<file path="src/rcr_pkg.sv">
/*
 Reset cause recorder package: flag positions, reset patterns, vectors,
 event indices and state codes. Assumes a 15-bit program counter.
*/
package rcr_pkg;
	localparam int PC_W = 15;
	localparam logic [PC_W-1:0] RESET_VEC = 15'h0000;
	localparam logic [PC_W-1:0] IRQ_VEC   = 15'h0004;
	localparam logic [PC_W-1:0] PC_STEP   = 15'h0001;

	// Power-control bit positions; bit 5 is unimplemented
	localparam int CAUSE_STACK_OVER  = 7;
	localparam int CAUSE_STACK_UNDER = 6;
	localparam int CAUSE_WATCHDOG    = 4;
	localparam int CAUSE_PIN         = 3;
	localparam int CAUSE_INSTR       = 2;
	localparam int CAUSE_POWER_ON    = 1;
	localparam int CAUSE_BROWNOUT    = 0;
	localparam logic [7:0] CAUSE_MASK        = 8'hDF;
	// Brown-out flag is undefined at power-on; it takes bit 0 of this
	localparam logic [7:0] CAUSE_POR_RST     = 8'h1C;
	localparam logic       TIMEOUT_POR_RST   = 1'h1;
	localparam logic       POWERDOWN_POR_RST = 1'h1;

	// Event indices, highest priority first
	localparam int EV_BROWNOUT    = 0;
	localparam int EV_PIN         = 1;
	localparam int EV_WATCHDOG    = 2;
	localparam int EV_STACK_OVER  = 3;
	localparam int EV_STACK_UNDER = 4;
	localparam int EV_RESET       = 5;
	localparam int EV_IRQ         = 6;
	localparam int EV_N           = 7;

	typedef enum logic [2:0]
	{
		RCR_RUN   = 3'h1,
		RCR_SLEEP = 3'h2,
		RCR_VEC   = 3'h4
	} rcr_state_t;
endpackage

</file>
<file path="src/rcr_evt_if.sv">
/*
 Event carrier between the arbiter, the restart selector and the recorder.
 Assumes all three sit on clock_in.
*/
`timescale 1ns/1ps
interface rcr_evt_if;
	import rcr_pkg::*;
	logic [EV_N-1:0] grant;
	logic            asleep;
	logic [PC_W-1:0] pc_cur;
	logic            fire;
	logic [PC_W-1:0] addr;
	logic [PC_W-1:0] resume;

	modport arb (output grant, input asleep);
	modport sel (input grant, input asleep, input pc_cur, output fire, output addr, output resume);
	modport rec (input grant, output asleep, output pc_cur, input fire, input addr, input resume);
endinterface

</file>
<file path="src/rcr_arbiter.sv">
/*
 Priority arbiter: turns the raw reset and wake sources into one granted
 event per cycle. Assumes inputs are synchronous to clock_in.
*/
`timescale 1ns/1ps
module rcr_arbiter
	import rcr_pkg::*;
(
	input  wire logic brownout_in,
	input  wire logic master_clear_pin_b_in,
	input  wire logic watchdog_timeout_in,
	input  wire logic stack_overflow_in,
	input  wire logic stack_underflow_in,
	input  wire logic stack_reset_enable_in,
	input  wire logic reset_instr_in,
	input  wire logic irq_wake_in,
	rcr_evt_if.arb    evt
);
	logic [EV_N-1:0] req;

	always_comb
	begin
		req = '0;
		req[EV_BROWNOUT]    = brownout_in;
		req[EV_PIN]         = ~master_clear_pin_b_in;
		req[EV_WATCHDOG]    = watchdog_timeout_in;
		req[EV_STACK_OVER]  = stack_overflow_in & stack_reset_enable_in;
		req[EV_STACK_UNDER] = stack_underflow_in & stack_reset_enable_in;
		req[EV_RESET]       = reset_instr_in;
		// Interrupts only matter as a wake source here
		req[EV_IRQ]         = irq_wake_in & evt.asleep;
	end

	assign evt.grant[0] = req[0];
	genvar i;
	generate
		for (i = 1; i < EV_N; i++)
		begin : g_pri
			assign evt.grant[i] = req[i] & ~|req[i-1:0];
		end
	endgenerate
endmodule

</file>
<file path="src/rcr_restart_sel.sv">
/*
 Restart address selector: reset vector for resets, next instruction for
 wake-ups. Assumes the program counter wraps at its width.
*/
`timescale 1ns/1ps
module rcr_restart_sel
	import rcr_pkg::*;
(
	rcr_evt_if.sel evt
);
	logic wake;

	always_comb
	begin
		wake       = evt.grant[EV_IRQ] | (evt.grant[EV_WATCHDOG] & evt.asleep);
		evt.fire   = |evt.grant;
		evt.resume = evt.pc_cur + PC_STEP;
		evt.addr   = wake ? evt.resume : RESET_VEC;
	end
endmodule

</file>
<file path="src/reset_cause_recorder.sv">
/*
 Reset cause recorder: keeps the timeout and powerdown status flags and the
 power-control cause flags, and issues the restart address to the core.
 Assumes all sources are one-cycle pulses or levels on clock_in and that
 rst_b_in is the power-on reset.
*/
`timescale 1ns/1ps
module reset_cause_recorder
	import rcr_pkg::*;
(
	input  wire logic            clock_in,
	input  wire logic            rst_b_in,
	input  wire logic            brownout_in,
	input  wire logic            master_clear_pin_b_in,
	input  wire logic            watchdog_timeout_in,
	input  wire logic            stack_overflow_in,
	input  wire logic            stack_underflow_in,
	input  wire logic            stack_reset_enable_in,
	input  wire logic            reset_instr_in,
	input  wire logic            sleep_instr_in,
	input  wire logic            irq_wake_in,
	input  wire logic            global_irq_enable_in,
	input  wire logic [PC_W-1:0] pc_in,
	input  wire logic            cause_write_in,
	input  wire logic [7:0]      cause_wdata_in,
	output logic                 timeout_flag_out,
	output logic                 powerdown_flag_out,
	output logic [7:0]           cause_flags_out,
	output logic                 asleep_out,
	output logic                 restart_out,
	output logic [PC_W-1:0]      restart_addr_out,
	output logic                 stack_push_out,
	output logic [PC_W-1:0]      push_addr_out
);
	rcr_evt_if evt ();

	rcr_state_t      state_reg;
	rcr_state_t      state_next;
	logic            timeout_reg;
	logic            timeout_next;
	logic            powerdown_reg;
	logic            powerdown_next;
	logic [7:0]      cause_reg;
	logic [7:0]      cause_next;
	logic            restart_reg;
	logic            restart_next;
	logic [PC_W-1:0] addr_reg;
	logic [PC_W-1:0] addr_next;
	logic            push_reg;
	logic            push_next;
	logic [PC_W-1:0] push_addr_reg;
	logic [PC_W-1:0] push_addr_next;
	logic            asleep;

	assign asleep     = (state_reg == RCR_SLEEP);
	assign evt.asleep = asleep;
	assign evt.pc_cur = pc_in;

	rcr_arbiter u_arb
	(
		.brownout_in           (brownout_in),
		.master_clear_pin_b_in (master_clear_pin_b_in),
		.watchdog_timeout_in   (watchdog_timeout_in),
		.stack_overflow_in     (stack_overflow_in),
		.stack_underflow_in    (stack_underflow_in),
		.stack_reset_enable_in (stack_reset_enable_in),
		.reset_instr_in        (reset_instr_in),
		.irq_wake_in           (irq_wake_in),
		.evt                   (evt)
	);

	rcr_restart_sel u_sel
	(
		.evt (evt)
	);

	// Cause flags: software write first, a same-cycle event overrides it
	always_comb
	begin
		timeout_next   = timeout_reg;
		powerdown_next = powerdown_reg;
		cause_next     = cause_reg;
		if (cause_write_in)
		begin
			cause_next = cause_wdata_in & CAUSE_MASK;
		end
		if (evt.grant[EV_BROWNOUT])
		begin
			cause_next[CAUSE_STACK_OVER]  = 1'b0;
			cause_next[CAUSE_STACK_UNDER] = 1'b0;
			cause_next[CAUSE_BROWNOUT]    = 1'b0;
			cause_next[CAUSE_PIN]         = 1'b1;
			cause_next[CAUSE_INSTR]       = 1'b1;
			timeout_next                  = 1'b1;
			powerdown_next                = 1'b1;
		end
		if (evt.grant[EV_PIN])
		begin
			cause_next[CAUSE_PIN] = 1'b0;
			if (asleep)
			begin
				timeout_next   = 1'b1;
				powerdown_next = 1'b0;
			end
		end
		if (evt.grant[EV_WATCHDOG])
		begin
			timeout_next = 1'b0;
			if (asleep)
			begin
				powerdown_next = 1'b0;
			end
			else
			begin
				cause_next[CAUSE_WATCHDOG] = 1'b0;
			end
		end
		if (evt.grant[EV_STACK_OVER])
		begin
			cause_next[CAUSE_STACK_OVER] = 1'b1;
		end
		if (evt.grant[EV_STACK_UNDER])
		begin
			cause_next[CAUSE_STACK_UNDER] = 1'b1;
		end
		if (evt.grant[EV_RESET])
		begin
			cause_next[CAUSE_INSTR] = 1'b0;
		end
		if (evt.grant[EV_IRQ])
		begin
			timeout_next   = 1'b1;
			powerdown_next = 1'b0;
		end
	end

	// Restart sequencing
	always_comb
	begin
		state_next     = state_reg;
		restart_next   = 1'b0;
		addr_next      = addr_reg;
		push_next      = 1'b0;
		push_addr_next = push_addr_reg;
		unique case (state_reg)
			RCR_RUN:
			begin
				if (evt.fire)
				begin
					restart_next = 1'b1;
					addr_next    = evt.addr;
				end
				else if (sleep_instr_in)
				begin
					state_next = RCR_SLEEP;
				end
			end
			RCR_SLEEP:
			begin
				if (evt.fire)
				begin
					restart_next = 1'b1;
					addr_next    = evt.addr;
					state_next   = RCR_RUN;
					// Vector only after the resumed instruction slot
					if (evt.grant[EV_IRQ] && global_irq_enable_in)
					begin
						state_next     = RCR_VEC;
						push_addr_next = evt.resume;
					end
				end
			end
			RCR_VEC:
			begin
				state_next   = RCR_RUN;
				restart_next = 1'b1;
				addr_next    = IRQ_VEC;
				push_next    = 1'b1;
				// A reset arriving here outranks the vector
				if (evt.fire && !evt.grant[EV_IRQ])
				begin
					addr_next = evt.addr;
					push_next = 1'b0;
				end
			end
			default:
			begin
				state_next = RCR_RUN;
			end
		endcase
	end

	always_ff @(posedge clock_in or negedge rst_b_in)
	begin
		if (!rst_b_in)
		begin
			state_reg     <= RCR_RUN;
			timeout_reg   <= TIMEOUT_POR_RST;
			powerdown_reg <= POWERDOWN_POR_RST;
			cause_reg     <= CAUSE_POR_RST;
			restart_reg   <= 1'b0;
			addr_reg      <= RESET_VEC;
			push_reg      <= 1'b0;
			push_addr_reg <= RESET_VEC;
		end
		else
		begin
			state_reg     <= state_next;
			timeout_reg   <= timeout_next;
			powerdown_reg <= powerdown_next;
			cause_reg     <= cause_next;
			restart_reg   <= restart_next;
			addr_reg      <= addr_next;
			push_reg      <= push_next;
			push_addr_reg <= push_addr_next;
		end
	end

	assign timeout_flag_out   = timeout_reg;
	assign powerdown_flag_out = powerdown_reg;
	assign cause_flags_out    = cause_reg;
	assign asleep_out         = asleep;
	assign restart_out        = restart_reg;
	assign restart_addr_out   = addr_reg;
	assign stack_push_out     = push_reg;
	assign push_addr_out      = push_addr_reg;

	// Checking helpers
	logic       first_reg;
	logic [7:0] cause_base;

	// Flags as an event finds them, a same-cycle software write included
	assign cause_base = cause_write_in ? (cause_wdata_in & CAUSE_MASK) : cause_reg;

	always_ff @(posedge clock_in or negedge rst_b_in)
	begin
		if (!rst_b_in)
		begin
			first_reg <= 1'b1;
		end
		else
		begin
			first_reg <= 1'b0;
		end
	end
endmodule

</file>
<file path="config.mk">
export PLATFORM = sky130hd
export DESIGN_NAME = reset_cause_recorder
export DESIGN_NICKNAME = d
export VERILOG_FILES = /design/src/rcr_pkg.sv /design/src/rcr_evt_if.sv /design/src/rcr_arbiter.sv /design/src/rcr_restart_sel.sv /design/src/reset_cause_recorder.sv
export SDC_FILE = /design/constraint.sdc
export NUM_CORES = 1
export LEC_CHECK = 0
export ABC_AREA = 1
export BUFFER_PORTS_ARGS = -buffer_cell sky130_fd_sc_hd__buf_2
export CORE_MARGIN = 5
export CORE_UTILIZATION = 50
export CTS_BUF_LIST = sky130_fd_sc_hd__clkbuf_8 sky130_fd_sc_hd__clkbuf_16
export DETAILED_ROUTE_END_ITERATION = 10
export PLACE_DENSITY = 0.8
export SYNTH_ARGS = -nofsm -noshare
export SYNTH_HDL_FRONTEND = slang
export SYNTH_SLANG_ARGS = --single-unit
</file>
<file path="constraint.sdc">
create_clock -name clock_in -period 3.6 [get_ports clock_in]
set_input_delay 0.72 -clock clock_in [delete_from_list [all_inputs] [get_ports clock_in]]
set_output_delay 0.72 -clock clock_in [all_outputs]
set_load 0.03 [all_outputs]
</file>
Word-level counts from Yosys, hierarchy flattened
Index checks and enable logic that the tools add are counted.

Eq/ne operators: 7. Muxes and demuxes: 34. Multiply operators: 0. Reductions and logical operators: 25. Div/mod/pow operators: 0. $lt $le $gt $ge: 0. Bitwise logic cells: 12. Shift operators: 0. Add/sub/neg operators: 1.

Operators with widths (count): $mux 15 (3); $pmux 15 s2 (1); $mux 1 (21); $add 15x1->15 const B (1); $mux 3 (4); $reduce_bool 3->1 (4); $and 1x1->1 (10); $mux 8 (1); $logic_not 1->1 (7); $reduce_or 7->1 (1); $ne 2x2->1 const B (3); $pmux 3 s2 (1); $reduce_and 3->1 (2); $reduce_or 6->1 (1); $reduce_or 5->1 (1); $mux 2 (2); $reduce_bool 2->1 (2); $reduce_or 2->1 (2); $reduce_or 4->1 (1); $eq 3x1->1 const B (1); $eq 3x2->1 const B (1); $eq 3x3->1 const B (1); $reduce_or 3->1 (1); $logic_and 1x1->1 (2); other kinds (5) (5).

Latch bits: 0. Memories: 0. Memory bits (read-only): 0. Bits in writable memories: 0. Flip-flop bits (word level): 44. Output and inout port bits: 43. Word-level logic and storage cells: 93.

Depth between registers and ports, before layout
Depth in word-level cells: 9. Depth in mapped cells: 11. Gate-level depth less buffers: 10.

Modules after synthesis
A second synthesis with hierarchy kept.

Cells, all modules: 355. Area total of the unflattened synthesis: 2585.0 µm².

By module, submodules not included: reset_cause_recorder (instances 1, area an instance 1990.7 µm², cells each 237, seq. area each 1108.6 µm²); rcr_restart_sel (instances 1, area an instance 510.5 µm², cells each 103, seq. area each 0.0 µm²); rcr_arbiter (instances 1, area an instance 83.8 µm², cells each 15, seq. area each 0.0 µm²).

Worst setup path before layout
OpenSTA, ideal clock, no wires.

Path type: input -> register. Start: in stack_underflow_in. End: reg addr_reg[11], in the netlist restart_addr_out[11]. Arrival: 1.591 ns. Slack: 1.945 ns. Required time: 3.536 ns. Cell stages on the path: 10. Cells stage by stage: nand2_1 -> nand2_1 -> nor2_8 -> nand2_4 -> nand2_2 -> nand2_4 -> inv_4 -> buf_12 -> nand2_2 -> nand2_2.

Longest elaborated chain between the ends: 8. Elaborated cells between the ends (all ways): 18.

RTL lines: from (decl) (line reset_cause_recorder.sv:17) `input wire logic stack_underflow_in,`; $and 1x1->1 (*) (line rcr_arbiter.sv:28) `req[EV_STACK_UNDER] = stack_underflow_in & stack_reset_enable_in;`; $reduce_or 6->1 / $reduce_or 5->1 (equally long branches) (line rcr_arbiter.sv:39) `assign evt.grant[i] = req[i] & ~|req[i-1:0];`; $logic_not 1->1 (line rcr_arbiter.sv:39); $and 1x1->1 (line rcr_arbiter.sv:39); $reduce_or 7->1, or another cell as far along (line rcr_restart_sel.sv:16) `evt.fire = |evt.grant;`; $logic_and 1x1->1 / $mux 15 (equally long branches) (line reset_cause_recorder.sv:180, rcr_restart_sel.sv:18); $mux 15 (on tied branches) (line reset_cause_recorder.sv:180, reset_cause_recorder.sv:148, reset_cause_recorder.sv:160); $pmux 15 s2 (line reset_cause_recorder.sv:145) `unique case (state_reg)`; to (signal assigned) (line reset_cause_recorder.sv:213) `addr_reg <= addr_next;`; to (decl) (line reset_cause_recorder.sv:47) `logic [PC_W-1:0] addr_reg;`.

Mark *: on every way between the ends. The rest lies on a longest branch, timed or not. The select of a mux whose other input is x is not followed. A chain may end at the register's enable or synchronous reset.

Final worst setup path
Start: reg state_reg[2]. End: out asleep_out.

Longest elaborated chain between the ends: 1.

RTL lines: from (decl) (line reset_cause_recorder.sv:37) `rcr_state_t state_reg;`; from (signal assigned) (line reset_cause_recorder.sv:208) `state_reg <= state_next;`; $eq 3x2->1 (line reset_cause_recorder.sv:55) `assign asleep = (state_reg == RCR_SLEEP);`; to (decl) (line reset_cause_recorder.sv:29) `output logic asleep_out,`.

No other way between the ends.

==> results.json <==
{
  "status": "finished, final reports clean",
  "drive_above_1_share_pct": 34.2,
  "worst_pin_slew_ps": 943,
  "setup-violations-final": 0,
  "viasPerCell": 4.87,
  "routed_wl_um": 5070,
  "cp.arrival_ps": 1300,
  "via_count": 1991,
  "grt_max_degree": 45,
  "area_growth_pct": 21.9,
  "p_leak_uw": 0.00165,
  "drt-wirelength-per-cell_um": 12.4,
  "rsz0062_at_grt": "false",
  "syn_avg_cell_area_um2": 8.18,
  "max_slew_margin_pct": 37.1,
  "overflow": 0,
  "fmax_mhz": 494,
  "pre_cts_slack_ps": 1510,
  "numCtsBuffers": 5,
  "critical_path_class": "reg2out",
  "finalClockSkew_ps": 11.0,
  "p_per_area_mw_per_mm2": 391,
  "die_h_um": 77.4,
  "die_w_um": 77.4,
  "ys_top_cells_by_area": "dfrtp_1, nand2_1, dfstp_2",
  "p_seq_share_pct": 48.4,
  "worst_setup_path_start_kind": "flip-flop",
  "switchingPower_uw": 306,
  "irDropWorstVdd_mv": 0.211,
  "crit_required_ps": 2880,
  "crit_path_end_kind": "primary output",
  "min_period_ps": 2020,
  "grt_pass1_wl_um": 8910,
  "cts_sinks": 44,
  "yosys.area.top_type": "dfrtp_1",
  "synth.distinct_cells": 33,
  "post-cts-setup-buffer-count": 0,
  "max-cap-violations": 0,
  "fin_total_pwr_uw": 1080,
  "dp.cells": 401,
  "clockRootBuffer": "clkbuf_8",
  "grt_antenna_before_repair": 0,
  "drtIter0Drc": 96,
  "fin_crit_sh_pct": 56.2,
  "p_int_uw": 777,
  "core_area_mm2": 0.00438,
  "die_area_mm2": 0.00600,
  "synth_nets": 315,
  "cts_tree": "done",
  "cts-htree-levels": 2,
  "finalMaxSlewViolations": 0,
  "ctsHoldBuffers": 0,
  "synth-seq-cells": 44,
  "power_frac_comb_pct": 18.0,
  "yosys_warnings": 0,
  "hold_path_class": "reg2reg",
  "seq_area_frac_synth_pct": 48.8,
  "worstSkewPairLatency_ps": 290,
  "grt_pass1_vias": 1995,
  "grt_usage_pct": 18.1,
  "ant_nets": 0,
  "cts_resized": 0,
  "cp_max_fo": 7,
  "num_rows": 24,
  "synthesis.area_mm2": 0.00227,
  "setup_tns_ps": 0,
  "initial_core_util_pct": 51.9,
  "io_pins": 79,
  "dp_hpwl_um": 3880,
  "gp_congestion": 0.788,
  "fin_nets": 393,
  "io_buffers": 76,
  "firstDrtPassIters": 5,
  "route.detailed.drc": 0,
  "clk_pin_slew_ps": 90,
  "hold_viol_final": 0,
  "clkPwrFrac_pct": 33.6,
  "synthCells": 278,
  "instances_no_fill": 409,
  "synth_top_area_share_pct": 41.8,
  "switching_share_pct": 28.2,
  "cts_buffer_depth": 2,
  "antenna_cells": 0,
  "setup_ws_ps": 1580
}
==> placed cells by master, fill, tap and decap left out, drive strengths merged <==
master and count:
nor3 9, a21oi 1, nand3b 2, inv 27
bufinv 1, buf 76, o21ai 3, o211ai 1
dfrtp 38, clkbuf 5, conb 1, nand2 136
a22o 2, or2 1, o221ai 1, dfstp 6
nand4 4, nor2 14, xor2 8, ha 1
nand3 18, o22ai 1, clkinv 1
==> final cells by class <==
cell class | instances | area [µm²]
Clock buffer | 5 | 68.8
Clock inverter | 3 | 38.8
Fill cell | 391 | 1610
Inverter | 26 | 100
Multi-Input combinational cell | 203 | 1010
Sequential cell | 44 | 1110
Tap cell | 52 | 65.1
Timing Repair Buffer | 76 | 380
==> critical path, stage by stage (launching register included) <==
cell and delay, ps:
dfrtp_1 390, inv_1 100, nand3_2 160, inv_1 150, buf_2 210
==> stage by stage <==
stage,cell area [µm²],hold slack (ps),util [%]
3_5_place_dp,2660,454,60.8
3_3_place_gp,2660,452,60.8
4_1_cts,2770,473,63.2
5_1_grt,2770,500,63.2
6_report,2770,469,63.2
2_1_floorplan,2270,424,-
==> cell families after synthesis <==
family,count (synthesis),share of synthesized area [%]
other,1,0.165
buffers and inverters,31,6.82
AOI/OAI and AO/OA,9,2.81
adders and majority gates,1,0.550
xor gates and xnor gates,8,3.08
and+or+nand+nor,184,37.8
DFF,44,48.8
==> power by group through the flow <==
stage	clock, µW	sequential (µW)	combinational (µW)
6_report	363	524	195
5_1_grt	396	526	216
4_1_cts	372	525	197
3_5_place_dp	0	534	196
3_3_place_gp	0	533	193
2_1_floorplan	0	562	117
==> routing by layer <==
layer | track usage (%) | wire [µm]
met1 | 23.9 | 2190
met2 | 29.2 | 2450
met3 | 4.51 | 362
met4 | 5.84 | 60
met5 | 0 | 0
==> final timing paths <==
kind	cells past startpoint	slack [ps]	startpoint	end
setup / recovery	4	1580	state_reg[2]	asleep_out
hold / removal	2	470	restart_addr_out[9]	restart_addr_out[9]
setup reg to reg	7	1880	state_reg[2]	push_addr_out[10]
hold reg to reg	2	470	restart_addr_out[9]	restart_addr_out[9]
max in group asynchronous	1	2440	rst_b_in	cause_flags_out[1]
min in group asynchronous	1	570	rst_b_in	restart_addr_out[6]
==> synthesized netlist by cell type <==
cell type	number
inv_4	1
nor3_4	1
nand4_1	4
ha_1	1
dfstp_2	6
o21ai_0	2
nand3b_1	2
a22o_1	2
o221ai_1	1
a21oi_1	1
o21ai_2	1
buf_2	1
o22ai_1	1
o211ai_1	1
inv_1	23
nand2_4	2
buf_6	2
nor2_1	11
nand3_1	16
nand3_2	1
nor2_8	1
buf_4	1
nor2_2	2
nand2_1	114
or2_2	1
xor2_1	8
dfrtp_1	38
nand3_4	1
conb_1	1
buf_12	1
nand2_2	20
nor3_1	8
inv_2	2
Power figures use the tool's default switching activity.
